[config.mk]
export PLATFORM = sky130hd
export DESIGN_NAME = adc_output_port
export DESIGN_NICKNAME = d
export VERILOG_FILES = /design/src/adc_port_pkg.sv /design/src/adc_output_port.sv
export VERILOG_INCLUDE_DIRS = /design/src /design/src/src
export SDC_FILE = /design/constraint.sdc
export NUM_CORES = 1
export LEC_CHECK = 0
export BUFFER_PORTS_ARGS = -buffer_cell sky130_fd_sc_hd__buf_4
export CAP_MARGIN = 20
export CORE_MARGIN = 2
export CORE_UTILIZATION = 36
export CTS_CLUSTER_SIZE = 24
export DETAILED_ROUTE_END_ITERATION = 7
export REMOVE_ABC_BUFFERS = 1
export SYNTH_ARGS = -nofsm -noshare
export SYNTH_HDL_FRONTEND = slang
export SYNTH_SLANG_ARGS = --single-unit
[constraint.sdc]
create_clock -name mclk -period 7 [get_ports mclk]
set_input_delay 1.4 -clock mclk [delete_from_list [all_inputs] [get_ports mclk]]
set_output_delay 1.4 -clock mclk [all_outputs]
set_load 0.02 [all_outputs]
[src/adc_port_consts.svh]
// offsets, field positions and reset values of the converter output port
// assumes a 4-bit byte address on the plain register port
`ifndef ADC_PORT_CONSTS_SVH
`define ADC_PORT_CONSTS_SVH
`define ADDR_CLKDIV 4'h0
`define ADDR_STATUS 4'h4
`define ADDR_MASK 4'h8
`define ADDR_RESULT 4'hC
`define ST_LATE 0
`define ST_DONE 1
`define ST_FRAME 2
`define ST_W 3
`define CLKDIV_RST 8'h02
`define RES_BITS 5'h10
`define PIN_DIV_LO 2
`define PIN_EXT 4
`define PIN_SYNC_INV 5
`define PIN_SCLK_INV 6
`define PIN_CHAIN 7
`define PIN_SDO 8
`define PIN_SCLK 9
`define PIN_SYNC 10
`define PIN_LATE 11
`endif

[src/adc_port_pkg.sv]
// types shared by the converter output port
// assumes the constants header is included where numbers are needed
package adc_port_pkg;
   typedef enum logic {SER_IDLE, SER_SHIFT} ser_state_e;
   typedef struct packed {
      logic serial;
      logic ext_clk;
      logic sync_inv;
      logic sclk_inv;
      logic rd_during;
      logic [1:0] div;
   } ser_cfg_s;
endpackage

[src/adc_output_port.sv]
// result output port of a 16-bit converter: parallel bus or serial port
// assumes pin inputs and conversion strobes are synchronous to mclk
//
// Strobed register access and the address map were decided locally.
`timescale 1ns/1ns
`include "adc_port_consts.svh"
module adc_output_port (
   input wire logic mclk,
   input wire logic sys_rst,
   input wire logic port_kind_select,
   input wire logic half_order_select,
   input wire logic code_format_select,
   input wire logic conv_start,
   input wire logic conv_done,
   input wire logic [15:0] conv_result,
   input wire logic [15:0] pin_in,
   output logic [15:0] pin_out,
   output logic [15:0] pin_oe_n,
   input wire logic [3:0] bus_addr,
   input wire logic [31:0] bus_wdata,
   input wire logic bus_we,
   input wire logic bus_re,
   output logic [31:0] bus_rdata,
   output logic irq
);
   adc_port_pkg::ser_cfg_s cfg;
   adc_port_pkg::ser_state_e state_r, state_nxt;
   logic [15:0] result_r, result_nxt;
   logic [15:0] shift_r, shift_nxt;
   logic [4:0] bit_cnt_r, bit_cnt_nxt;
   logic [10:0] div_cnt_r, div_cnt_nxt;
   // wide enough for the largest divider times eight
   logic [10:0] half_per;
   logic sclk_int_r, sclk_int_nxt;
   logic ext_prev_r;
   logic late_r, late_nxt;
   logic frame_end;
   logic load;
   logic [15:0] load_word;
   logic upd_edge;
   logic [15:0] coded;
   logic [7:0] clkdiv_r, clkdiv_nxt;
   logic [`ST_W-1:0] status_r, status_nxt, mask_r, mask_nxt, events;
   logic [31:0] rdata_nxt;
   logic [15:0] pout_nxt, poe_nxt;
   logic irq_nxt;

   // serial role pins are read only in serial mode
   always_comb
   begin
      cfg = '0;
      if (port_kind_select)
      begin
         cfg.serial = 1'b1;
         cfg.ext_clk = pin_in[`PIN_EXT];
         cfg.sync_inv = pin_in[`PIN_SYNC_INV];
         cfg.sclk_inv = pin_in[`PIN_SCLK_INV];
         cfg.rd_during = ~pin_in[`PIN_EXT] & pin_in[`PIN_CHAIN];
         if (!pin_in[`PIN_EXT] && !pin_in[`PIN_CHAIN])
            cfg.div = pin_in[`PIN_DIV_LO+1:`PIN_DIV_LO];
      end
   end

   assign coded = {conv_result[15] ^ ~code_format_select,
                   conv_result[14:0]};

   // a zero divider would stall the clock, so it counts as one
   always_comb
   begin
      half_per = {3'b000, (clkdiv_r == 8'h00) ? 8'h01 : clkdiv_r};
      half_per = half_per << cfg.div;
   end

   // host clock edge that updates data, from the sampled pin level
   assign upd_edge = cfg.ext_clk &
      ((pin_in[`PIN_SCLK] ^ cfg.sclk_inv) &
       ~(ext_prev_r ^ cfg.sclk_inv));

   // read during conversion ships the previous result at conversion start
   always_comb
   begin
      load = 1'b0;
      load_word = coded;
      if (cfg.serial)
      begin
         if (!cfg.ext_clk && cfg.rd_during)
         begin
            load = conv_start;
            load_word = result_r;
         end
         else
            load = conv_done;
      end
   end

   always_comb
   begin
      state_nxt = state_r;
      shift_nxt = shift_r;
      bit_cnt_nxt = bit_cnt_r;
      div_cnt_nxt = div_cnt_r;
      sclk_int_nxt = sclk_int_r;
      late_nxt = 1'b0;
      frame_end = 1'b0;
      result_nxt = conv_done ? coded : result_r;
      unique case (state_r)
         adc_port_pkg::SER_IDLE:
         begin
            sclk_int_nxt = 1'b0;
            div_cnt_nxt = '0;
         end
         adc_port_pkg::SER_SHIFT:
         begin
            if (!cfg.serial)
               state_nxt = adc_port_pkg::SER_IDLE;
            else if (cfg.ext_clk)
            begin
               if (upd_edge)
               begin
                  // chain input follows the result out of the far end
                  shift_nxt = {shift_r[14:0], pin_in[`PIN_CHAIN]};
                  if (bit_cnt_r != `RES_BITS)
                     bit_cnt_nxt = bit_cnt_r + 5'h01;
                  frame_end = (bit_cnt_r == `RES_BITS - 5'h01);
               end
            end
            else if (div_cnt_r >= half_per - 11'h001)
            begin
               div_cnt_nxt = '0;
               sclk_int_nxt = ~sclk_int_r;
               if (sclk_int_r)
               begin
                  shift_nxt = {shift_r[14:0], 1'b0};
                  bit_cnt_nxt = bit_cnt_r + 5'h01;
                  if (bit_cnt_r == `RES_BITS - 5'h01)
                  begin
                     frame_end = 1'b1;
                     state_nxt = adc_port_pkg::SER_IDLE;
                  end
               end
            end
            else
               div_cnt_nxt = div_cnt_r + 11'h001;
         end
      endcase
      if (load)
      begin
         // slave read cut short by the next result: old word dropped
         if (cfg.ext_clk && state_r == adc_port_pkg::SER_SHIFT &&
             bit_cnt_r != 5'h00 && bit_cnt_r != `RES_BITS)
            late_nxt = 1'b1;
         state_nxt = adc_port_pkg::SER_SHIFT;
         shift_nxt = load_word;
         bit_cnt_nxt = '0;
         div_cnt_nxt = '0;
         sclk_int_nxt = 1'b0;
      end
   end

   always_ff @(posedge mclk or posedge sys_rst)
   begin
      if (sys_rst)
      begin
         state_r <= adc_port_pkg::SER_IDLE;
         result_r <= 16'h0000;
         shift_r <= 16'h0000;
         bit_cnt_r <= 5'h00;
         div_cnt_r <= 11'h000;
         sclk_int_r <= 1'b0;
         ext_prev_r <= 1'b0;
         late_r <= 1'b0;
      end
      else
      begin
         state_r <= state_nxt;
         result_r <= result_nxt;
         shift_r <= shift_nxt;
         bit_cnt_r <= bit_cnt_nxt;
         div_cnt_r <= div_cnt_nxt;
         sclk_int_r <= sclk_int_nxt;
         ext_prev_r <= pin_in[`PIN_SCLK];
         late_r <= late_nxt;
      end
   end

   // pin drive: one cycle behind the engine, equal for clock and data
   always_comb
   begin
      pout_nxt = half_order_select ? {result_r[7:0], result_r[15:8]}
                                   : result_r;
      poe_nxt = 16'h0000;
      if (cfg.serial)
      begin
         poe_nxt[7:0] = 8'hFF;
         pout_nxt[7:0] = 8'h00;
         pout_nxt[`PIN_SDO] = shift_r[15];
         pout_nxt[`PIN_SYNC] = cfg.sync_inv ^
            ((state_r == adc_port_pkg::SER_SHIFT) &&
             (bit_cnt_r != `RES_BITS));
         pout_nxt[`PIN_LATE] = late_r & cfg.ext_clk;
         poe_nxt[`PIN_SCLK] = cfg.ext_clk;
         pout_nxt[`PIN_SCLK] = cfg.ext_clk ? 1'b0
            : (sclk_int_r ^ cfg.sclk_inv);
      end
   end

   // sticky events, set beats a same-cycle clear
   always_comb
   begin
      events = '0;
      events[`ST_LATE] = late_r;
      events[`ST_DONE] = conv_done;
      events[`ST_FRAME] = frame_end;
      clkdiv_nxt = clkdiv_r;
      mask_nxt = mask_r;
      status_nxt = status_r;
      if (bus_we && bus_addr == `ADDR_CLKDIV)
         clkdiv_nxt = bus_wdata[7:0];
      if (bus_we && bus_addr == `ADDR_MASK)
         mask_nxt = bus_wdata[`ST_W-1:0];
      if (bus_we && bus_addr == `ADDR_STATUS)
         status_nxt = status_r & ~bus_wdata[`ST_W-1:0];
      status_nxt = status_nxt | events;
      irq_nxt = |(status_nxt & mask_nxt);
      rdata_nxt = 32'h0000_0000;
      if (bus_re)
      begin
         unique case (bus_addr)
            `ADDR_CLKDIV: rdata_nxt = {24'h000000, clkdiv_r};
            `ADDR_STATUS: rdata_nxt = {29'h0000_0000, status_r};
            `ADDR_MASK: rdata_nxt = {29'h0000_0000, mask_r};
            `ADDR_RESULT: rdata_nxt = {16'h0000, result_r};
            default: rdata_nxt = 32'h0000_0000;
         endcase
      end
   end

   always_ff @(posedge mclk or posedge sys_rst)
   begin
      if (sys_rst)
      begin
         clkdiv_r <= `CLKDIV_RST;
         mask_r <= '0;
         status_r <= '0;
         irq <= 1'b0;
         bus_rdata <= 32'h0000_0000;
         pin_out <= 16'h0000;
         pin_oe_n <= 16'hFFFF;
      end
      else
      begin
         clkdiv_r <= clkdiv_nxt;
         mask_r <= mask_nxt;
         status_r <= status_nxt;
         irq <= irq_nxt;
         bus_rdata <= rdata_nxt;
         pin_out <= pout_nxt;
         pin_oe_n <= poe_nxt;
      end
   end

   byte_order_a: assert property (@(posedge mclk)
      disable iff (sys_rst)
      !port_kind_select |=> pin_out[7:0] == ($past(half_order_select)
         ? $past(result_r[15:8]) : $past(result_r[7:0])))
      else $error("parallel byte order wrong");

   code_format_a: assert property (@(posedge mclk)
      disable iff (sys_rst)
      conv_done |=> result_r[15] ==
         ($past(conv_result[15]) ^ ~$past(code_format_select)))
      else $error("msb coding wrong");

   serial_float_a: assert property (@(posedge mclk)
      disable iff (sys_rst)
      port_kind_select |=> pin_oe_n[1:0] == 2'b11)
      else $error("low data pins driven in serial mode");

   parallel_drive_a: assert property (@(posedge mclk)
      disable iff (sys_rst)
      !port_kind_select |=> pin_oe_n == 16'h0000)
      else $error("parallel pins not all driven");

   sync_idle_a: assert property (@(posedge mclk)
      disable iff (sys_rst)
      (cfg.serial && state_r == adc_port_pkg::SER_IDLE) |=>
         pin_out[`PIN_SYNC] == $past(cfg.sync_inv))
      else $error("frame marker not at idle level");

   late_read_a: assert property (@(posedge mclk)
      disable iff (sys_rst)
      (cfg.ext_clk && load && state_r == adc_port_pkg::SER_SHIFT &&
       bit_cnt_r inside {[5'h01:5'h0F]}) |=> late_r ##1 !late_r)
      else $error("late read not pulsed");

   chain_shift_a: assert property (@(posedge mclk)
      disable iff (sys_rst)
      (upd_edge && !load && state_r == adc_port_pkg::SER_SHIFT) |=>
         shift_r[0] == $past(pin_in[`PIN_CHAIN]))
      else $error("chain bit not shifted in");

   msb_load_a: assert property (@(posedge mclk)
      disable iff (sys_rst)
      load |=> shift_r == $past(load_word) ##1 pin_out[`PIN_SDO] == shift_r[15]
         || $past(upd_edge))
      else $error("result not loaded msb first");

   master_clk_a: assert property (@(posedge mclk)
      disable iff (sys_rst)
      (cfg.serial && !cfg.ext_clk) |=> !pin_oe_n[`PIN_SCLK])
      else $error("internal clock not driven out");

   sticky_set_a: assert property (@(posedge mclk)
      disable iff (sys_rst)
      late_r |=> status_r[`ST_LATE])
      else $error("late event lost in status");
endmodule

### Yosys cells after proc, flatten, opt, wreduce, memory -nomap -nowiden

Index checks and enable logic that the tools add are counted.

| operators by class | value |
|---|---|
| $add $sub $neg | 3 |
| $lt $le $gt $ge | 1 |
| equal/unequal tests | 10 |
| shift-type cells | 1 |
| multiplexer cells | 57 |
| bitwise operators | 18 |
| reductions and logical operators | 24 |

Operators with widths:

| cell | count |
|---|---|
| $mux W16 | 11 |
| $pmux W16 S4 | 1 |
| $mux W11 | 4 |
| $mux W5 | 8 |
| $mux W1 | 24 |
| $pmux W11 S2 | 1 |
| $mux W8 | 2 |
| $mux W12 | 1 |
| $add A11 B1 Y11 const B | 1 |
| $ge A11 B11 Y1 | 1 |
| $shl A8 B2 Y11 | 1 |
| $sub A11 B1 Y11 const B | 1 |
| $logic_and A1 B1 Y1 | 9 |
| $ne A3 B1 Y1 const B | 3 |
| $eq A4 B4 Y1 const B | 2 |
| $logic_not A8 Y1 | 1 |
| $mux W7 | 1 |
| $and A3 B3 Y3 | 2 |
| $mux W3 | 2 |
| $ne A3 B2 Y1 const B | 2 |
| $reduce_and A6 Y1 | 1 |
| $reduce_bool A3 Y1 | 2 |
| $add A5 B1 Y5 const B | 1 |
| $eq A5 B4 Y1 const B | 1 |
| other kinds (17) | 31 |

| word-level totals | value |
|---|---|
| flip-flop bits (word level) | 131 |
| input bits | 77 |
| output and inout bits | 65 |
| logic and storage cells | 129 |

### Longest topological paths before layout

Gate-level depths: netlist of the first run.

| logic depth | value |
|---|---|
| word-level depth | 15 |
| depth in mapped cells | 18 |
| gate-level depth less buffers | 16 |

### Worst setup path after synthesis of the first run

OpenSTA, ideal clock, no wires.

| timing path | value |
|---|---|
| path type | input to register |
| start point | in pin_in[4] |
| end point | reg shift_r[10] |
| arrival | 4775 ps |
| setup slack | 2138 ps |
| cell stages on the path | 18 |
| cell sequence | buf_2 > and4bb_2 > clkbuf_1 > nand2_1 > o211ai_1 > ha_1 > o21ai_0 > nor4_1 > nor2b_1 > xnor2_1 > ha_1 > nand3_1 > nor2_1 > a221o_1 > o21ai_1 > buf_2 > nand2_1 > a22oi_1 |

| between the ends | value |
|---|---|
| cells in the longest elaborated chain, start to end | 9 |

Ends and longest elaborated chain:

| item | RTL line | source |
|---|---|---|
| start: declaration | adc_output_port.sv:16 | `input wire logic [15:0] pin_in,` |
| $logic_not A1 Y1 | adc_output_port.sv:59 | `` if (!pin_in[`PIN_EXT] && !pin_in[`PIN_CHAIN]) `` |
| $logic_and A1 B1 Y1 | adc_output_port.sv:59 |  |
| $mux W2 | adc_output_port.sv:59 |  |
| $mux W7 * | adc_output_port.sv:52 | `if (port_kind_select)` |
| $shl A8 B2 Y11 | adc_output_port.sv:71 | `half_per = half_per << cfg.div;` |
| $sub A11 B1 Y11 | adc_output_port.sv:127 | `else if (div_cnt_r >= half_per - 11'h001)` |
| $ge A11 B11 Y1 | adc_output_port.sv:127 |  |
| $reduce_bool A3 Y1 (no line) | - |  |
| $reduce_and A5 Y1 (no line) | - |  |
| end signal: assignment | adc_output_port.sv:177 | `shift_r <= shift_nxt;` |
| end: declaration | adc_output_port.sv:29 | `logic [15:0] shift_r, shift_nxt;` |

Every way passes the cells marked *; elsewhere a longest branch is shown, timed or not. The select of a mux whose other input is x is not followed.
A chain may end at the register's enable or synchronous reset.

### Worst setup path after layout of the first run

| timing path | value |
|---|---|
| start point | in port_kind_select |
| end point | reg bit_cnt_r[0] |

| between the ends | value |
|---|---|
| cells in the longest elaborated chain, start to end | 7 |

Ends and longest elaborated chain:

| item | RTL line | source |
|---|---|---|
| start: declaration | adc_output_port.sv:10 | `input wire logic port_kind_select,` |
| $mux W7 * | adc_output_port.sv:52 |  |
| parallel branches: the longest is 6 deep, another holds $sub A11 B1 Y11 | - |  |
| end signal: assignment | adc_output_port.sv:178 | `bit_cnt_r <= bit_cnt_nxt;` |
| end: declaration | adc_output_port.sv:30 | `logic [4:0] bit_cnt_r, bit_cnt_nxt;` |

Mark *: on every way between the ends. The select of a mux whose other input is x is not followed.

==> metrics, run 1 <==
status=complete, no violations; Setup crit start kind=input port; largest net degree at the start of global routing=86; ys async rst share=1.000; Pwr per Cell Area=approximately 230 mW/mm2; synthesized area=between 0.005 and 0.006 mm2; Reg clk slew, reported paths=around 0.070 ns; post-route cell area=around 0.0065 mm2; fmax=about 0.19 GHz; Mapped Avg Cell Area=about 10 um2; CTS buffer count=9; Post-synth EDFFs=0; Seq. cell area=about 0.0026 mm2; dpl hpwl=roughly 9000 um; CP Max Fanout=25; final worst path period need=5.400 ns; crit path DAT=5.67 ns; skew final=about 0.0087 ns; Hold/Removal Path Class=register to register; All-Layer GR Usage=0.1586; Iteration-0 DRC Markers=237; vias in the first global route=3,914; Area contributors post-synth=dfrtp_1 45%, mux2i_1 7.5%, mux2_2 5.9%, buf_4 4.0%, ha_1 3.6%; library cells used by synthesis=60; Final #Nets=685; clk_lat worst skew=between 0.3 and 0.4 ns; postcts setup bufs=0; Gate power share=0.219; FF-to-FF Start=clkdiv_r[1]$_DFFE_PP1P_; CTS sink cnt=approximately 100; Synth top area share=0.4463; RSZ-0062 raised after global routing=false; first-pass GRT wire length=slightly above 20,000 um; DRT Pass-1 Iters=5; DP Cell Count=roughly 770; clock group share of total power=0.311; Core ar.=between 0.015 and 0.02 mm2; Crit path largest cell delay=~0.67 ns; setup TNS=0 ns; Max VDD drop=~0.14 mV; Mapped Cells=524; Int Power=1.045 mW; CTS root buf=clkbuf_16; Hold Crit Start=shift_r[15]$_DFFE_PP0P_; worst slew pin tran=between 0.9 and 1 ns; Synth top cells by count=98 x dfrtp_1, 49 x nand2_1, 44 x nor2_1, 41 x mux2i_1; initial antenna violation count=0; routed vias/inst=about 5.1; Post-synth top flop=dfrtp_1; # IOs=approximately 140; WP data required=7.27 ns; Post-CTS Resized=0; Place WS=1.223 ns; Switching Share=0.3070; register bit total from synthesis=102; Setup CP Type=input port to register; DRT Wirelength=12,670 um; drt wl/cell=around 16 um; fin util=0.4308; Worst slew margin=0.3627; Core Rows=45; final worst slack=about 1.6 ns; Worst Setup SP=port_kind_select; most common cell in the synthesized netlist=dfrtp_1; Slew Limit Fails=0; Die W=127.6 um; switching power=between 0.4 and 0.5 mW; Die H=around 130 um; dpl cell area=between 0.006 and 0.007 mm2; # fillers=roughly 1.4k; post-route insts no fill=~800; Slowest-stage cell, CP=o21a_1; DRC=0; initial core utilization=0.3655; multi-input logic area=approximately 0.0026 mm2; hold buffers post-CTS=0; RD Place Congestion=roughly 0.85; GRT overflow=0; Port Buffers=slightly above 90; Seq/Total Area, Yosys=0.4654; Max H-tree Level=3; Yosys warnings=0; vias after detailed routing=3,988; delay-heaviest family, CP=compound AO/OA/AOI/OAI gates; clock buffer depth=2; number of max-cap violations=0; CP bufs+invs=1; # setup viols final=0; area grow syn2layout=17.85%; TritonCTS clock tree=built; Seq pwr share=0.470; Final Hold Fails=0; leakage=3.132 nW; Synth area leader=dfrtp_1; layout cell share with drive strength beyond 1=0.2630; Die ar.=approximately 0.016 mm2; Final Cycle Share=0.7714; CP cell instances=buf_4 -> nand4bb_1 -> o21ai_1 -> o211ai_1 -> or3_4 -> a2111oi_2 -> o32a_1 -> ha_1 -> nand3_1 -> nor3_1 -> a31o_2 -> o21a_1 -> and2_1 -> mux2i_1; Critical Path Sink Type=register; Final ANT Viol Nets=0
## sequential cells by signal, indices dropped and copies added, names as in the netlist, 5 cells and up
signal     count
bus_rdata     16
pin_out       16
result_r      16
shift_r       16
div_cnt_r     11
clkdiv_r       8
bit_cnt_r      5
## layout make-up
type | instances | area share
repair buffers | 96 | 0.1144
flip-flops and latches | 102 | 0.3949
clock inverters | 6 | 0.006955
multi-input cells | 374 | 0.4061
inverters | 9 | 0.005603
clock buffers | 10 | 0.03536
diodes | 1 | 0.0003864
well taps | 188 | 0.03632
## stage by stage
step	hold WS [ns]	power (mW)
detailed placement	0.4769	1.049
global route	0.5313	1.599
CTS	0.4942	1.526
finish	0.4922	1.508
floorplan	0.4472	0.9251
global placement	0.4723	1.041
## worst min-delay path, cell delays in order (launching register included)
cell	delay, ns
dfrtp_1	0.35
nand2_1	0.05
o21ai_0	0.06
## layout by cell type (no fill, tap or decap), types with 8 or more instances in the layout
master,netlist,layout
a21oi_1,25,25
a22oi_1,21,21
and2_1,9,9
and3_1,12,12
buf_4,29,95
clkbuf_16,0,9
conb_1,1,17
dfrtp_1,98,98
ha_1,16,16
inv_1,9,8
mux2_2,29,29
mux2i_1,41,41
nand2_1,49,49
nand3_1,12,12
nor2_1,44,43
o21ai_0,14,14
xnor2_1,9,9
xor2_1,9,9
## layer usage
metal | global-route usage | part of all wire | vias up | routed length (um)
li1 | - | - | 1952 | -
met1 | 0.2237 | 0.48 | 1943 | 6063
met2 | 0.2460 | 0.47 | 79 | 5958
met3 | 0.03057 | 0.030 | 14 | 377
met4 | 0.05301 | 0.022 | 0 | 273
met5 | 0 | 0 | - | 0
## path summary, 6_finish.rpt
path                       depth (start not counted)                        to  slack [ns]
min reg2reg                                        2      pin_out[8]$_DFF_PP0_        0.49
min in group asynchronous                          2    sclk_int_r$_DFFE_PP0P_        0.98
min                                                2      pin_out[8]$_DFF_PP0_        0.49
max reg2reg                                       16  bit_cnt_r[0]$_DFFE_PP0P_        2.53
max                                               14  bit_cnt_r[0]$_DFFE_PP0P_        1.60
max in group asynchronous                          4   clkdiv_r[1]$_DFFE_PP1P_        5.10
## kinds of logic (layout without fill, tap and decap cells)
group / count (synthesis) / in the layout / synth area share
other: 1 / 18 / 0.0006824
XOR/XNOR: 18 / 18 / 0.02869
multiplexers: 73 / 73 / 0.1464
adder cells (fa/ha/maj): 16 / 16 / 0.03643
AO/OA/AOI/OAI: 92 / 92 / 0.1111
flip-flops: 102 / 102 / 0.4654
AND/OR/NAND/NOR: 158 / 158 / 0.1439
buffers and inverters: 64 / 121 / 0.06739
## power groups by stage
stage | clock [mW] | sequential, mW | combinational, mW
final | 0.469 | 0.709 | 0.330
after global routing | 0.511 | 0.718 | 0.370
after CTS | 0.485 | 0.709 | 0.332
after detailed placement | 0 | 0.719 | 0.330
after global placement | 0 | 0.717 | 0.324
after floorplan | 0 | 0.722 | 0.203
No activity file was read; power rests on OpenSTA's default activity.
==> run 2, diff against run 1 <==
ABC_AREA = 1   (was not set)
clock period = 4.7 ns   (was 7 ns; I/O delays follow)
==> metrics, run 2 <==
Core ar.=roughly 0.015 mm2; most common cell in the synthesized netlist=nand2_1; Post-synth top flop=dfrtp_1; delay-heaviest family, CP=simple AND/OR/NAND/NOR gates; Die W=roughly 130 um; CTS sink cnt=around 100; most frequent cells in the layout=179 x nand2_1, 98 x dfrtp_1, 97 x buf_4; DRT Pass-1 Iters=4; Final ANT Viol Nets=0; Port Buffers=a little over 90; Reg clk slew, reported paths=about 0.070 ns; leakage=3.452 nW; hold buffers post-CTS=0; Die ar.=around 0.017 mm2; Die H=between 100 and 150 um; Seq/Total Area, Yosys=0.4526; CTS buffer count=9; ys async rst share=1.000; commonest non-fill, non-tap cell in the layout=nand2_1; Worst slew margin=0.3771; Post-synth EDFFs=0; library cells used by synthesis=39; Synth top area share=0.4340; dpl hpwl=slightly below 10,000 um; layout cell share with drive strength beyond 1=0.1713; clock buffer depth=2; RD Place Congestion=0.8132; Yosys warnings=0; largest net degree at the start of global routing=78; final worst path period need=3.968 ns; skew final=0.01008 ns; Final #Nets=between 800 and 900; Synth area leader=dfrtp_1; minimum hold slack=about 0.48 ns; Area contributors post-synth=dfrtp_1 43%, nand2_1 12%, o21ai_0 6.2%, inv_1 5.1%, buf_4 4.3%; Hold/Removal Path Class=input port to async pin; DRT Wirelength=roughly 14,000 um; first-pass GRT wire length=22,540 um; synthesized area=between 0.005 and 0.006 mm2; Setup crit start kind=input port; vias in the first global route=approximately 4.4k; initial antenna violation count=0; Final Hold Fails=0; Synth top cells by count=179 x nand2_1, 98 x dfrtp_1, 77 x inv_1, 70 x o21ai_0, 60 x nor2_1; RSZ-0062 raised after global routing=false; worst slew pin tran=0.9258 ns; TritonCTS clock tree=built; initial core utilization=0.3703; Setup CP Type=input port to register; WP data required=a little under 5 ns; area grow syn2layout=19.20%; CP Max Fanout=32; diodes inserted=0; CP bufs+invs=3; Mapped Cells=approximately 700; final worst slack=around 0.73 ns; routed vias/inst=between 4 and 5; CTS root buf=clkbuf_16; drt wl/cell=13.65 um; status=complete, no violations; Pwr per Cell Area=roughly 370 mW/mm2; vias after detailed routing=~4.8k; register bit total from synthesis=approximately 100; clk_lat worst skew=0.35 ns; CP cell instances=buf_4 -> inv_2 -> nor2_8 -> nand2_2 -> nand2_1 -> nand3_1 -> ha_1 -> nand3_1 -> nor2_2 -> nand2_1 -> xor2_1 -> ha_1 -> nand2_1 -> nor2_1 -> nand2_1 -> o21ai_0 -> nor2_1 -> nand3_2 -> nand3_2 -> buf_12 -> nand2_1 -> o21ai_1; Place WS=~0.34 ns; post-route insts no fill=~1k; Critical Path Sink Type=register; DRC=0; Final Cycle Share=0.8442; crit path DAT=4.21 ns; # setup viols final=0; fmax=0.2520 GHz; total power=between 2 and 2.5 mW; Max H-tree Level=3; # IOs=around 140; Mapped Avg Cell Area=just under 8 um2; Iteration-0 DRC Markers=338; Max VDD drop=0.1714 mV; Post-CTS Resized=0; Core Rows=45; Slowest-stage cell, CP=ha_1; setup TNS=0 ns; number of max-cap violations=0; Crit path largest cell delay=between 0.3 and 0.4 ns; CP dominant cell by count=nand2_1; DP Cell Count=between 900 and 1k; Slew Limit Fails=0; GRT overflow=0; postcts setup bufs=0; All-Layer GR Usage=0.1736
==> run 2: logic make-up (layout without fill, tap and decap cells) <==
kind of cell,count (synthesis),after routing,synth area share
DFF,102,102,0.4526
xor gates and xnor gates,11,11,0.01705
AOI/OAI and AO/OA,130,130,0.1247
and+or+nand+nor,308,308,0.2327
other,1,17,0.0006637
muxes,15,15,0.02657
buffers and inverters,131,195,0.1103
adders and majority gates,16,16,0.03543
==> run 2: routing by layer <==
metal	vias up	wire length [um]	track usage
met2	114	6362	0.2762
met4	0	161	0.04540
met5	-	0	0
met1	2250	6620	0.2432
met3	10	575	0.03427
li1	2420	-	-
==> run 2: area by class of cell <==
| cell class | instances | area (um2) |
|---|---|---|
| repair buffers | 99 | 775.7 |
| clock inverters | 6 | 76.32 |
| flip-flops and latches | 102 | 2557 |
| multi-input cells | 497 | 2530 |
| clock buffers | 10 | 229.0 |
| inverters | 80 | 302.8 |
| well taps | 211 | 264.0 |
| fillers | 1562 | 8523 |
==> run 2: final timing paths <==
kind                                          from  cells after the start                       to  slack [ns]
hold reg to reg                   late_r$_DFF_PP0_                      2    status_r[0]$_DFF_PP0_        0.49
setup / recovery                  port_kind_select                     22  shift_r[12]$_DFFE_PP0P_        0.73
setup reg to reg           clkdiv_r[1]$_DFFE_PP1P_                     22  shift_r[12]$_DFFE_PP0P_        1.21
min in group mclk                 late_r$_DFF_PP0_                      2    status_r[0]$_DFF_PP0_        0.49
hold / removal                             sys_rst                      2   bus_rdata[5]$_DFF_PP0_        0.48
max in group asynchronous                  sys_rst                      4      mask_r[0]$_DFF_PP0_        3.24
==> run 2: worst reg2reg max path: stages, from the launching register on <==
cell and delay, ns:
dfstp_2 0.55, inv_1 0.06, nand2_1 0.06, nor2_1 0.04, nand2_1 0.09, nand3_1 0.09
nand3_1 0.11, ha_1 0.20, nand3_1 0.09, nor2_2 0.22, nand2_1 0.09, xor2_1 0.15
ha_1 0.31, nand2_1 0.05, nor2_1 0.20, nand2_1 0.07, o21ai_0 0.26, nor2_1 0.14
nand3_2 0.17, nand3_2 0.11, buf_12 0.18, nand2_1 0.09, o21ai_1 0.06
==> run 2: per-stage QoR <==
stage	utilization	cell area, um2
after floorplan	-	5388
after global placement	0.4196	6402
after detailed placement	0.4196	6402
after CTS	0.4396	6708
after global routing	0.4414	6735
final	0.4414	6735
==> run 2: power by group <==
group | switching [mW] | internal (mW)
combinational | 0.367 | 0.232
sequential | 0.0934 | 1.02
clock | 0.356 | 0.423
total | 0.816 | 1.68
==> run 3, diff against run 2 <==
clock period = 4.1 ns   (was 4.7 ns; I/O delays follow)
==> metrics, run 3 (synthesized netlist as in run 2, its figures left out) <==
Core ar.=0.01526 mm2; RSZ-0062 raised after global routing=false; CP Max Fanout=32; Reg clk slew, reported paths=0.07 ns; routed vias/inst=approximately 4.7; Port Buffers=92; CTS buffer count=9; Seq. cell area=between 0.002 and 0.003 mm2; DRC=0; R2R setup slack=about 0.72 ns; crit path DAT=between 3 and 4 ns; status=complete, no violations; final worst path period need=around 3.6 ns; Setup crit start kind=input port; clk_lat worst skew=0.35 ns; vias in the first global route=between 4k and 5k; Hold Crit Start=late_r$_DFF_PP0_; largest net degree at the start of global routing=between 50 and 60; CTS sink cnt=around 100; post-route insts no fill=between 1k and 1.5k; Final ANT Viol Nets=0; hold buffers post-CTS=0; fmax=approximately 0.28 GHz; layout cell share with drive strength beyond 1=0.1719; Critical Path Sink Type=register; worst slew pin tran=a little under 0.9 ns; RD Place Congestion=slightly above 0.8; area grow syn2layout=18.76%; Final #Nets=approximately 890; Final Cycle Share=0.8694; Max H-tree Level=3; Hold/Removal Path Class=register to register; DRT Pass-1 Iters=5; TritonCTS clock tree=built; Die W=roughly 130 um; most frequent cells in the layout=179 x nand2_1, 101 x buf_4, 98 x dfrtp_1; Die H=approximately 130 um; DRT Wirelength=13,880 um; first-pass GRT wire length=approximately 23,000 um; Pwr per Cell Area=~420 mW/mm2; GRT overflow=0; vias after detailed routing=approximately 4.7k; skew final=0.008194 ns; FF-to-FF Start=clkdiv_r[1]$_DFFE_PP1P_; multi-input logic area=0.002530 mm2; Worst R2R Path Depth=22; leakage=3.448 nW; initial antenna violation count=0; # fillers=between 1.5k and 2k; setup TNS=0 ns; # setup viols final=0; diodes inserted=0; Iteration-0 DRC Markers=424; Hold Path Cell Cnt=2; Setup CP Type=input port to register; Slew Limit Fails=0; # IOs=142; Max VDD drop=around 0.21 mV; number of max-cap violations=0; DP Cell Count=a little under 1k; dpl hpwl=between 10,000 and 15,000 um; WP data required=about 4.3 ns; All-Layer GR Usage=0.1751; Worst slew margin=0.4078; drt wl/cell=around 14 um; Hold Path End=status_r[0]$_DFF_PP0_; Core Rows=between 40 and 50; Post-CTS Resized=0; postcts setup bufs=0; Die ar.=roughly 0.017 mm2; reg2reg end=shift_r[4]$_DFFE_PP0P_; Final Hold Fails=0; commonest non-fill, non-tap cell in the layout=nand2_1; clock buffer depth=2; initial core utilization=0.3703; CTS root buf=clkbuf_16
-- run 3: cell count changes in the layout (fill, tap and decap cells not counted), sizes merged --
cell / delta
buf: +3
clkbuf: +3
bufinv: -1
clkinvlp: -1
inv: -1
-- run 3: critical path, cell delays in order --
cell and delay (ns):
buf_4 0.14, inv_1 0.05, nand2_1 0.11, nor2_2 0.18, buf_4 0.17, nand2_1 0.06
nand2_1 0.07, nand2_1 0.05, nand2_1 0.10, nand2_1 0.06, nor2_1 0.22, nand3_1 0.11
nand2_1 0.07, nand2_1 0.05, ha_1 0.27, nand2_1 0.06, nor2_1 0.18, nand2_1 0.07
o21ai_0 0.26, nor2_1 0.15, nand3_2 0.11, nand3_2 0.09, buf_12 0.18, nand2_1 0.07
o21ai_1 0.06
-- run 3: layout make-up --
| type | instances | area share |
|---|---|---|
| clock inverter | 3 | 0.004102 |
| clock buffer | 13 | 0.03729 |
| timing repair buffer | 102 | 0.1160 |
| multi-input combinational | 497 | 0.3770 |
| sequential | 102 | 0.3811 |
| tap | 211 | 0.03934 |
| inverter | 80 | 0.04512 |
-- run 3: per-layer routing --
layer / track usage / part of all wire / up-vias
li1: - / - / 2422
met1: 0.2434 / 0.47 / 2161
met2: 0.2796 / 0.46 / 136
met3: 0.03840 / 0.063 / 9
met4: 0.04284 / 0.0095 / 0
met5: 0 / 0 / -
-- run 3: report_power, final --
part	leakage, nW	internal [mW]	switching [mW]
Combinational	2.02	0.268	0.422
Sequential	1.30	1.17	0.108
Clock	0.132	0.436	0.387
Total	3.45	1.88	0.917
-- run 3: worst max path at each step --
| stage | start | to |
|---|---|---|
| global placement | pin_in[4] | shift_r[10]$_DFFE_PP0P_ |
| global route | pin_in[4] | shift_r[5]$_DFFE_PP0P_ |
| detailed placement | pin_in[4] | shift_r[4]$_DFFE_PP0P_ |
| finish | pin_in[4] | shift_r[4]$_DFFE_PP0P_ |
| CTS | pin_in[4] | shift_r[4]$_DFFE_PP0P_ |
| floorplan | port_kind_select | shift_r[0]$_DFFE_PP0P_ |
-- run 3: per-stage QoR --
step	total power, mW	hold WS, ns	utilization	setup WS, ns	instance area (um2)
4_1_cts	2.828	0.4714	0.4398	0.5275	6710
3_3_place_gp	1.976	0.4499	0.4216	0.1788	6432
2_1_floorplan	1.744	0.4382	-	0.3702	5388
3_5_place_dp	1.990	0.4534	0.4216	0.1674	6432
6_report	2.792	0.4741	0.4398	0.5354	6710
5_1_grt	2.987	0.5148	0.4398	0.1580	6710
